<file path="config.mk">
export PLATFORM = sky130hd
export DESIGN_NAME = boot_self_test_led_sequencer
export DESIGN_NICKNAME = d
export VERILOG_FILES = /design/src/boot_self_test_led_sequencer.v
export VERILOG_INCLUDE_DIRS = /design/src /design/src/src
export SDC_FILE = /design/constraint.sdc
export NUM_CORES = 1
export LEC_CHECK = 0
export ABC_AREA = 1
export BUFFER_PORTS_ARGS = -buffer_cell sky130_fd_sc_hd__buf_2
export CORE_ASPECT_RATIO = 0.9
export CORE_UTILIZATION = 60
export CTS_CLUSTER_SIZE = 10
export DETAILED_ROUTE_END_ITERATION = 16
export GPL_ROUTABILITY_DRIVEN = 0
export PLACE_DENSITY = 0.89
export REMOVE_ABC_BUFFERS = 1
export SYNTH_ARGS = -nofsm -noshare
export SYNTH_HDL_FRONTEND = slang
export SYNTH_SLANG_ARGS = --single-unit
</file>
<file path="constraint.sdc">
create_clock -name CLOCK -period 6.3 [get_ports CLOCK]
set_input_delay 0.315 -clock CLOCK [delete_from_list [all_inputs] [get_ports CLOCK]]
set_output_delay 0.315 -clock CLOCK [all_outputs]
set_load 0.02 [all_outputs]
</file>
<file path="src/boot_seq_consts.vh">
// Overview of operation
// - both lamps lit one second first
// - flashing lamp keeps the other dark
// - all passed: both lamps steady on
// - step one pass green steady; fail reboots
// - step two fail: one red flash repeating
// - step three fail: two red flashes repeating
// - step four fail: three red flashes repeating
// - step five fail: four red flashes repeating
// - step one sets up processor memory access
// - step two loads logic array configuration
// - step three compares identity with name
// - step four compares computed and stored checksum
// - step five writes, reads back RAM patterns
// - steps strictly ordered; failure stops boot
`ifndef BOOT_SEQ_CONSTS_VH
`define BOOT_SEQ_CONSTS_VH
`define CLOCK_HZ        50000000
`define LAMP_TEST_MS    1000
`define FLASH_ON_MS     250
`define FLASH_OFF_MS    250
`define GROUP_GAP_MS    1000
`define STEP_COUNT      5
// step numbers, one-based
`define STEP_SETUP      3'h1
`define STEP_CONFIG     3'h2
`define STEP_SIGNATURE  3'h3
`define STEP_CHECKSUM   3'h4
`define STEP_RAM_TEST   3'h5
`endif

</file>
<file path="src/boot_self_test_led_sequencer.v">
`timescale 1ns/1ps
`include "boot_seq_consts.vh"
module boot_self_test_led_sequencer #(
  parameter LAMP_TEST_CYCLES = (`CLOCK_HZ / 1000) * `LAMP_TEST_MS,
  parameter FLASH_ON_CYCLES  = (`CLOCK_HZ / 1000) * `FLASH_ON_MS,
  parameter FLASH_OFF_CYCLES = (`CLOCK_HZ / 1000) * `FLASH_OFF_MS,
  parameter GROUP_GAP_CYCLES = (`CLOCK_HZ / 1000) * `GROUP_GAP_MS
) (
  // clock and reset
  input  wire       CLOCK,
  input  wire       RST,
  // step engine handshake
  output reg        STEP_START,
  output reg  [2:0] STEP_NUM,
  input  wire       STEP_DONE,
  input  wire       STEP_PASS,
  // watchdog request on step one failure
  output reg        REBOOT_REQ,
  // status lamps and summary
  output reg        LED_RED,
  output reg        LED_GREEN,
  output reg        BOOT_OK,
  output reg        BOOT_HALTED
);

  // sequencer states
  // lamp: both lamps lit once after reset
  // run: one cycle to issue the next start pulse
  // wait: a step is in flight, its answer is awaited
  // green: single pass flash of steps two to five
  // fail: red flash groups, repeated until reset
  // done: every step passed, both lamps steady
  // boot: step one failed, the watchdog is asked to reboot
  // no state leads back out of fail, done or boot; only a reset does
  localparam [2:0] S_LAMP  = 3'h0;
  localparam [2:0] S_RUN   = 3'h1;
  localparam [2:0] S_WAIT  = 3'h2;
  localparam [2:0] S_GREEN = 3'h3;
  localparam [2:0] S_FAIL  = 3'h4;
  localparam [2:0] S_DONE  = 3'h5;
  localparam [2:0] S_BOOT  = 3'h6;

  reg [2:0]  state_reg;
  reg [2:0]  state_next;
  reg [31:0] timer_reg;
  reg [31:0] timer_next;
  reg [2:0]  step_reg;
  reg [2:0]  step_next;
  reg [2:0]  count_reg;
  reg [2:0]  count_next;
  reg        phase_reg;
  reg        phase_next;
  reg        red_next;
  reg        green_next;
  reg        start_next;
  reg        pending_reg;
  reg        pending_next;
  wire       lamp_end;
  wire       on_end;
  wire       off_end;
  wire       gap_end;
  wire       group_end;
  wire       group_red;
  wire       result_valid;

  // red flashes in the failure group of a step
  // step one never gets here: its failure asks for a reboot instead
  function [2:0] fail_flashes;
    input [2:0] step;
    begin
      if (step >= `STEP_CONFIG && step <= `STEP_RAM_TEST) begin
        fail_flashes = step - 3'h1;
      end else begin
        fail_flashes = 3'h0;
      end
    end
  endfunction

  // the final step hands over to the all-passed display
  function is_last_step;
    input [2:0] step;
    begin
      is_last_step = (step == `STEP_RAM_TEST);
    end
  endfunction

  // timer end points; the timer restarts at zero for every interval
  // lamp test ends one count later so both lamps stay lit for the full
  // interval and go dark at the same edge as the first start pulse leaves
  assign lamp_end  = (timer_reg >= LAMP_TEST_CYCLES);
  assign on_end    = (timer_reg >= FLASH_ON_CYCLES - 1);
  assign off_end   = (timer_reg >= FLASH_OFF_CYCLES - 1);
  assign gap_end   = (timer_reg >= GROUP_GAP_CYCLES - 1);

  // group bookkeeping; the flash count is decoded from the failed step
  assign group_end = (count_reg == fail_flashes(step_reg));
  assign group_red = (count_reg < fail_flashes(step_reg));

  // a result counts only while a step is in flight; strays are dropped
  assign result_valid = STEP_DONE && pending_reg;

  // in-flight flag: set with the start pulse, cleared by the result
  always @* begin
    pending_next = pending_reg;
    if (start_next) begin
      pending_next = 1'b1;
    end else if (result_valid) begin
      pending_next = 1'b0;
    end
  end

  // sequencer: one timer serves lamp test, flashes and group gaps
  always @* begin
    state_next = state_reg;
    timer_next = timer_reg;
    step_next  = step_reg;
    count_next = count_reg;
    phase_next = phase_reg;
    red_next   = 1'b0;
    green_next = 1'b0;
    start_next = 1'b0;
    case (state_reg)
      S_LAMP: begin
        red_next   = 1'b1;
        green_next = 1'b1;
        if (lamp_end) begin
          // lamps go dark together with the first start pulse
          red_next   = 1'b0;
          green_next = 1'b0;
          timer_next = 32'h0;
          step_next  = `STEP_SETUP;
          start_next = 1'b1;
          state_next = S_WAIT;
        end else begin
          timer_next = timer_reg + 32'h1;
        end
      end
      S_RUN: begin
        // issue next step once the previous flash ended, or right after step one passed
        start_next = 1'b1;
        state_next = S_WAIT;
        // green stays lit while step two runs after step one passed
        green_next = (step_reg == `STEP_CONFIG);
      end
      S_WAIT: begin
        // step one result holds green steady until step two answers
        green_next = (step_reg == `STEP_CONFIG);
        if (result_valid) begin
          if (!STEP_PASS && step_reg == `STEP_SETUP) begin
            state_next = S_BOOT;
          end else if (!STEP_PASS) begin
            // failure code count equals step number minus one
            // a halt shows red only, so the steady green goes dark
            green_next = 1'b0;
            count_next = 3'h0;
            phase_next = 1'b1;
            timer_next = 32'h0;
            state_next = S_FAIL;
          end else if (step_reg == `STEP_SETUP) begin
            green_next = 1'b1;
            step_next  = `STEP_CONFIG;
            state_next = S_RUN;
          end else begin
            timer_next = 32'h0;
            phase_next = 1'b1;
            state_next = S_GREEN;
          end
        end
      end
      S_GREEN: begin
        // single green flash: on then off, red held dark
        green_next = phase_reg;
        if (phase_reg && on_end) begin
          phase_next = 1'b0;
          timer_next = 32'h0;
          green_next = 1'b0;
        end else if (!phase_reg && off_end) begin
          timer_next = 32'h0;
          if (is_last_step(step_reg)) begin
            // lamps come on in the same cycle as the pass summary
            red_next   = 1'b1;
            green_next = 1'b1;
            state_next = S_DONE;
          end else begin
            step_next  = step_reg + 3'h1;
            state_next = S_RUN;
          end
        end else begin
          timer_next = timer_reg + 32'h1;
        end
      end
      S_FAIL: begin
        // repeat groups of step-1 red flashes, green dark, forever
        red_next = phase_reg && group_red;
        if (group_end) begin
          // dark gap marks the end of a group
          if (gap_end) begin
            timer_next = 32'h0;
            count_next = 3'h0;
            phase_next = 1'b1;
          end else begin
            timer_next = timer_reg + 32'h1;
          end
        end else if (phase_reg && on_end) begin
          timer_next = 32'h0;
          phase_next = 1'b0;
        end else if (!phase_reg && off_end) begin
          timer_next = 32'h0;
          phase_next = 1'b1;
          count_next = count_reg + 3'h1;
        end else begin
          timer_next = timer_reg + 32'h1;
        end
      end
      S_DONE: begin
        red_next   = 1'b1;
        green_next = 1'b1;
      end
      S_BOOT: begin
        // wait for the watchdog reset; lamps dark
        state_next = S_BOOT;
      end
      default: begin
        state_next = S_LAMP;
      end
    endcase
  end

  // state registers; one shared timer, so only one interval runs at a time
  always @(posedge CLOCK) begin
    if (RST) begin
      state_reg   <= S_LAMP;
      timer_reg   <= 32'h0;
      step_reg    <= 3'h0;
      count_reg   <= 3'h0;
      phase_reg   <= 1'b0;
      pending_reg <= 1'b0;
    end else begin
      state_reg   <= state_next;
      timer_reg   <= timer_next;
      step_reg    <= step_next;
      count_reg   <= count_next;
      phase_reg   <= phase_next;
      pending_reg <= pending_next;
    end
  end

  // handshake outputs, registered so the step engine sees clean levels
  always @(posedge CLOCK) begin
    if (RST) begin
      STEP_START <= 1'b0;
      STEP_NUM   <= 3'h0;
    end else begin
      STEP_START <= start_next;
      STEP_NUM   <= step_next;
    end
  end

  // lamps, straight from flip-flops to avoid glitches on the pins
  always @(posedge CLOCK) begin
    if (RST) begin
      LED_RED   <= 1'b0;
      LED_GREEN <= 1'b0;
    end else begin
      LED_RED   <= red_next;
      LED_GREEN <= green_next;
    end
  end

  // sticky summaries; only a reset clears them
  always @(posedge CLOCK) begin
    if (RST) begin
      REBOOT_REQ  <= 1'b0;
      BOOT_OK     <= 1'b0;
      BOOT_HALTED <= 1'b0;
    end else begin
      REBOOT_REQ  <= (state_next == S_BOOT);
      BOOT_OK     <= (state_next == S_DONE);
      BOOT_HALTED <= (state_next == S_FAIL);
    end
  end

endmodule

</file>
Word-level counts from Yosys, hierarchy flattened
Cells that the tools add are included.
Word-level totals
  input bits: 4
  logic and storage cells: 133
  register bits: 49
  output and inout bits: 9
Operators by class
  add/subtract/negate cells: 4
  $lt $le $gt $ge: 6
  reduce and logical (&&, ||, !) cells: 19
  equality and inequality tests: 28
  mux-type cells: 64
Operator list (count)
  $mux W32: 9
  $pmux W32 S4: 1
  $mux W3: 23
  $ge A32 B26 Y1 const B: 2
  $add A32 B1 Y32 const B: 1
  $ge A32 B24 Y1 const B: 1
  $mux W1: 23
  $eq A3 B3 Y1 const B: 7
  $ne A2 B2 Y1 const B: 10
  $pmux W3 S6: 1
  $reduce_and A7 Y1: 2
  $ne A3 B3 Y1 const B: 4
  $eq A3 B2 Y1 const B: 3
  $pmux W3 S3: 1
  $reduce_and A9 Y1: 1
  $add A3 B1 Y3 const B: 2
  $eq A3 B1 Y1 const B: 2
  $logic_and A1 B1 Y1: 6
  $pmux W3 S2: 1
  $reduce_bool A3 Y1: 2
  $pmux W1 S5: 1
  $ne A4 B4 Y1 const B: 1
  $pmux W1 S4: 1
  $reduce_and A4 Y1: 1
  13 further kinds: 15

Logic depth before layout (Yosys ltp)
Gate-level depths: netlist of run 1.
  depth after elaboration: 7
  depth in mapped cells: 20
  mapped depth without buffers: 20

Least setup slack after synthesis of run 1
Ideal clock, no wire load.
  path kind: register to register
  from: reg, netlist name STEP_NUM[0]
  to: reg timer_reg[8]
  data arrival time: 2286 ps
  period minus slack after synthesis: 2350 ps
  stages on the path, launching flop included: 19
  path slack: 3950 ps
  buffers on the path: 1
  data required time: 6236 ps
  cells stage by stage: dfxtp_1 -> inv_1 -> ha_1 -> inv_1 -> nor2_1 -> inv_1 -> nand2_1 -> nand2_1 -> nor2_1 -> ha_1 -> nand3_1 -> nor2_1 -> nand3_1 -> nand2_1 -> o21ai_1 -> nand2_1 -> nand2_4 -> buf_6 -> nor2_1
RTL lines
  end signal: assignment: RTL line boot_self_test_led_sequencer.v:240  | timer_reg <= timer_next;
  end: declaration: RTL line boot_self_test_led_sequencer.v:45  | reg [31:0] timer_reg;

==> impl_metrics.ini, run 1 <==
[cells_and_area]
nets = 462
area_delta_synth_final_pct = 6.750
final_common_cell = nor2_1
design_area_sq_um = 3107
largest_register_ffs = 32
antenna_cells = 0
drive_above_1_share = 0.08277
post-route-util = 0.6833
fill_cells = 397
final_cell_mix = nor2_1 (96), nand2_1 (91), inv_1 (50)

[global_route]
grt_pass1_wl_um = 10670
grt_max_degree = 27
grt_remaining_overflow = 0
grtUsageTotal = 0.2718
antenna_found_initial = 0
grt_pass1_vias = 2479

[synthesis]
synth_cell_types = 34
syn_area_per_cell_sq_um = 6.706
ys_top_cells_by_area = dfxtp_1 (34%), nor2_1 (12%), nand2_1 (12%)
ys_seq_area_frac = 0.3371
ys_ff_latch = 49
syn_inst = 434
yosysWarnings = 0
netlist.top_cell.by_area = dfxtp_1
synth.top_cell.area_share = 0.3371
syn_area_sq_um = 2910

[clock_tree]
clock_latency_ns = 0.31
hold_buffers = 0
cts_root_buffer = clkbuf_8
cts-resized-gates = 0
cts.clk_slew.worst_paths_ns = 0.09
cts_sinks = 49
cts_buffers = 5
cts_setup_buffers = 0
cts_htree_levels = 2
cts_buffer_depth = 2
cts_tree = built

[worst_setup_path]
cp-end-kind = flip-flop
path_cells = inv_1 > ha_1 > inv_1 > nor2_1 > ha_1 > nor3_1 > nor2_1 > inv_1 > o21ai_2 > inv_4 > nand2_1 > nand2_4 > nor2_1
critical_path.top_delay_family = simple AND/OR/NAND/NOR gates
crit_path_max_incr_delay_ns = 0.43
critPathArrivalTime_ns = 2.76
cp_max_fo = 26
cp_data_required_time_ns = 6.49
worst_path_max_delay_cell = dfxtp_1
critPathLaunchType = flip-flop
cp.buffers_inverters = 4
crit_cells = 13
worstSetupPathType = flip-flop to flip-flop
r2r_cells = 13

[floorplanning]
chipWidth_um = 75.41
core_area_sq_um = 4547
initial_core_util = 0.6401
pin_count = 13
die_h_um = 68.07
num_rows = 23
dieArea_sq_um = 5133

[timing]
rsz0062_at_grt = no
tns_ns = 0
fin_crit_ns = 2.564
timing.fmax_mhz = 390.0
tightestPinTransition_ns = 0.8518
finalHoldViolCount = 0
worst_clock_skew_ns = 0.01115
relSlewSlack = 0.4321
slew_viol_final = 0
finalCritPeriodShare = 0.4070
hold_slack_ns = 0.2613
setup_viol = 0

[detailed_routing]
drtPass1Iterations = 5
drt-initial-drc-count = 264
avgViaCountPerCell = 5.320
wl_per_cell_um = 11.98
drc_errors = 0
antenna_left = 0
dr_total_vias = 2708
drt-total-wl_um = 6099

[power_and_ir_drop]
seq_power_share = 0.565
intPower_uw = 435.7
power.density_nw_per_um2 = 178.9
power_uw = 555.7
power_frac_comb = 0.027
sw_frac_of_total = 0.2159
switchingPower_uw = 120.0
p_leak_nw = 1.350
clkPwrFrac = 0.407
ir_worst_vdd_mv = 0.1858

[place]
dp_hpwl_um = 4435
place_area_sq_um = 2995
numPortBuffers = 12

[min_path]
hold_class = primary input to flip-flop
worstHoldPathCells = 4

[run_status]
outcome = completed

[flow_run]
drv_cap = 0
==> cells by family (layout without fill, tap and decap cells) <==
kind of cell    Yosys count  in the layout  synth area share
simple gates            252            252            0.3732
buf+inv                  59             72           0.08598
flops                    49             49            0.3371
compound gates           36             36           0.07395
xor+xnor                 26             26           0.07825
fa+ha+maj                12             12           0.05159
==> layer usage <==
layer	track usage	wire [um]
met1	0.3695	2941
met2	0.4196	2697
met3	0.05596	363
met4	0.1111	97
met5	0	0
==> cell usage after synthesis <==
cell       count
inv_1         50
clkbuf_1       3
nand4_1       12
o21ai_0        8
inv_4          1
nor2_2         7
nor2_4         1
a21boi_0       1
nor4_2         1
a31oi_1        4
ha_1          12
a22oi_1        1
o21ai_1        3
o211ai_1       2
a31oi_2        1
nand3_1       27
nor3b_2        1
a311oi_1       1
buf_6          3
o22ai_1        1
inv_2          1
dfxtp_1       49
nand2_4        1
nand2_2        3
a21oi_1       12
xor2_1        18
a2111oi_0      1
xnor2_1        8
buf_4          1
o21ai_2        1
nor2_1        96
and2_1         3
nor3_1         9
nand2_1       91
==> power groups by stage <==
stage / combinational (mW) / clock (mW) / sequential [mW]
after floorplan: 0.00878 / 0 / 0.322
after detailed placement: 0.0153 / 0 / 0.321
final: 0.0152 / 0.226 / 0.314
after CTS: 0.0154 / 0.231 / 0.314
after global placement: 0.0146 / 0 / 0.321
after global routing: 0.0172 / 0.244 / 0.315
==> worst reg2reg max path, cell delays in order, from the launching register on <==
cell     delay, ns
dfxtp_1       0.43
inv_1         0.11
ha_1          0.20
inv_1         0.09
nor2_1        0.08
ha_1          0.24
nor3_1        0.20
nor2_1        0.06
inv_1         0.10
o21ai_2       0.25
inv_4         0.25
nand2_1       0.12
nand2_4       0.26
nor2_1        0.08
==> path summary, 6_finish.rpt <==
kind / start / to / slack (ns)
worst max-delay path: STEP_NUM[1] / timer_reg[21] / 3.74
worst min-delay path: STEP_DONE / pending_reg / 0.26
worst max register to register: STEP_NUM[1] / timer_reg[21] / 3.74
worst min register to register: timer_reg[31] / timer_reg[31] / 0.45
==> area by class of cell <==
type,count,area [sq um],share of cell area
Tap cell,62,77.57,0.02497
Clock buffer,6,72.57,0.02336
Inverter,52,197.7,0.06363
Multi-Input combinational cell,326,1679,0.5405
Timing Repair Buffer,12,60.06,0.01933
Clock inverter,2,38.79,0.01248
Sequential cell,49,980.9,0.3157
==> metrics by stage <==
| stage | std cells | setup WS (ns) |
|---|---|---|
| CTS | 509 | 3.734 |
| detailed placement | 501 | 3.749 |
| global route | 509 | 3.415 |
| finish | 509 | 3.736 |
| floorplan | 427 | 3.978 |
| global placement | 501 | 3.820 |
(Power assumes the default switching activity.)
==> run 2, diff against run 1 <==
Settings changed: ABC_AREA 1 to 0, CORE_UTILIZATION 60 to 56, PLACE_DENSITY 0.89 to 0.87.
Clock period 6.3 ns to 2.15 ns, I/O delays scaled along.
==> run 2 against run 1 <==
Compared with the run above:
- the flow now finishes with violations (negative setup slack)
- cell count decreased by 8.1%
- sequential share of layout area decreased by 7.6 points
- setup slack got worse by 4.0 ns
- first-iteration DRC count decreased by 22%
- critical path depth decreased by 3
- die area increased by 16%
==> impl_metrics.ini, run 2 <==
[cells_and_area]
fill_cells = 341
final_cell_mix = dfxtp_1 (47), buf_4 (40), a211oi_2 (30)
design_area_sq_um = 4120
largest_register_ffs = 32
nets = 417
multi_input_area_sq_um = 2505
final_cells = 468
area_delta_synth_final_pct = 29.75
antenna_cells = 0
final_common_cell = dfxtp_1
drive_above_1_share = 0.3940
seqCellArea_sq_um = 988.4
post-route-util = 0.7703

[clock_tree]
cts_root_buffer = clkbuf_8
cts.clk_slew.worst_paths_ns = 0.10
cts_sinks = 49
cts_htree_levels = 2
cts_tree = built
cts_buffers = 5
cts_buffer_depth = 2
hold_buffers = 0
clock_latency_ns = 0.31

[worst_setup_path]
cp.buffers_inverters = 2
endpoint = phase_reg
r2r-end = phase_reg
critPathLaunchType = flip-flop
cp_data_required_time_ns = 2.38
critical_path.top_delay_family = compound AO/OA/AOI/OAI gates
cp-end-kind = flip-flop
worst_path_max_delay_cell = dfxtp_4
r2r_cells = 10
rr_startpoint = STEP_NUM[1]
path_cells = buf_6 > buf_4 > nor3_4 > nor3_1 > ha_1 > nand3_4 > nor3b_4 > a21oi_4 > a21o_4 > a221oi_2
regToRegSetupSlack_ns = -0.25
worstSetupPathType = flip-flop to flip-flop
crit_path_start = STEP_NUM[1]
critPathArrivalTime_ns = 2.63
crit_cells = 10
crit_path_max_incr_delay_ns = 0.37
cp_max_fo = 8

[global_route]
grt_pass1_wl_um = 13520
grt_pass1_vias = 2877
grt_max_degree = 22
grt_remaining_overflow = 0
grtUsageTotal = 0.2973
antenna_found_initial = 0

[power_and_ir_drop]
clkPwrFrac = 0.398
sw_frac_of_total = 0.2256
power_frac_comb = 0.047
p_leak_nw = 1.441
ir_worst_vdd_mv = 0.4605
power_mw = 1.652
seq_power_share = 0.554
intPower_mw = 1.279
power.density_nw_per_um2 = 400.9
switchingPower_uw = 372.6

[detailed_routing]
drtPass1Iterations = 5
avgViaCountPerCell = 6.729
drt-total-wl_um = 9079
dr_total_vias = 3149
wl_per_cell_um = 19.40
drc_errors = 0
drt-initial-drc-count = 206
antenna_left = 0

[floorplanning]
chipWidth_um = 81.38
dieArea_sq_um = 5976
die_h_um = 73.44
core_area_sq_um = 5349
num_rows = 25
initial_core_util = 0.5937
pin_count = 13

[synthesis]
ys_ff_latch = 49
synthFlopType = dfxtp_1
syn_area_per_cell_sq_um = 8.920
synth_edf_count = 0
yosysWarnings = 0
netlist.top_cell.by_area = dfxtp_1
syn_inst = 356
synth_most_common_cell = dfxtp_1
ys_top_cells_by_area = dfxtp_1 (31%), a211oi_1 (5.4%), ha_1 (4.7%)
synthArstFlopShare = 0
synth.top_cell.area_share = 0.3089
syn_area_sq_um = 3176
ys_seq_area_frac = 0.3089
synth_cell_types = 80
synth_common_cells = dfxtp_1 (49), nand2_1 (29), a211oi_1 (23), nor2_1 (21), xnor2_1 (15)

[timing]
rsz0062_at_grt = yes
finalWorstSetupSlack_ns = -0.2470
tightestPinTransition_ns = 0.6101
finalCritPeriodShare = 1.115
fin_crit_ns = 2.397
slew_viol_final = 0
tns_ns = -7.964
finalHoldViolCount = 0
worst_clock_skew_ns = 0.009150
timing.fmax_mhz = 417.2
setup_viol = 36
hold_slack_ns = 0.1220
relSlewSlack = 0.5920

[min_path]
hold_class = primary input to flip-flop
hold_start = STEP_DONE

[place]
dp_hpwl_um = 5319
place_area_sq_um = 3462
numPortBuffers = 12
detailedPlace.worstSlack_ns = -0.4337
dp.cells = 452

[run_status]
violations = negative setup slack
outcome = complete, but fails checks

[flow_run]
drv_cap = 0
-- run 2: cell types whose count changed in the layout (fill, tap and decap cells not counted), sizes merged, moves of 12 or more --
cell and change:
nor2 -80, buf +42, nand3 -12, inv -39, nand2 -64, a211oi +32
-- run 2: cell families (layout without fill, tap and decap cells) --
kind of cell / after synthesis / after routing / synth area share
DFF: 49 / 49 / 0.3089
buffers and inverters: 32 / 74 / 0.05556
AOI/OAI and AO/OA: 91 / 94 / 0.2415
and+or+nand+nor: 146 / 146 / 0.2750
adders and majority gates: 12 / 12 / 0.04728
xor gates and xnor gates: 26 / 26 / 0.07171
-- run 2: worst min-delay path, delay by kind of cell --
family / cells / cell delay [ns]
buffers and inverters: 1 / 0.11
and+or+nand+nor: 1 / 0.11
AOI/OAI and AO/OA: 1 / 0.06
-- run 2: cell type report --
cell class / count / share of cell area
clock buffer: 5 / 0.01670
clock inverter: 2 / 0.008503
inverter: 13 / 0.01367
multi-input combinational: 278 / 0.6080
sequential: 49 / 0.2399
tap: 67 / 0.02035
timing repair buffer: 54 / 0.09292
-- run 2: how the worst min path moves through the flow --
stage / end / slack, ns / cells past startpoint
global route: pending_reg / 0.14 / 3
detailed placement: STEP_START / 0.44 / 2
floorplan: pending_reg / 0.18 / 1
finish: pending_reg / 0.12 / 3
CTS: pending_reg / 0.12 / 3
global placement: pending_reg / 0.42 / 3
-- run 2: metal layers --
metal	vias to the layer above	routed length, um	global-route usage
met5	-	0	0
met4	0	263	0.1389
met3	37	646	0.05342
met2	176	4585	0.5176
met1	1503	3583	0.3510
li1	1433	-	-
-- run 2: power groups by stage --
stage                     Combinational, mW  Clock, mW  Sequential [mW]
after floorplan                      0.0286          0            0.944
after global placement               0.0597          0            0.939
after detailed placement             0.0619          0            0.939
after CTS                            0.0714      0.662            0.917
after global routing                 0.0841      0.700            0.917
final                                0.0784      0.658            0.916
-- run 2: repair_timing --
item / 4_1_cts / 5_1_grt
setup buffers: 3 / 3
resized for setup: 71 / 22
setup endpoints to repair: 37 / 38
gates cloned: 3 / 0
pin swaps: 47 / 30
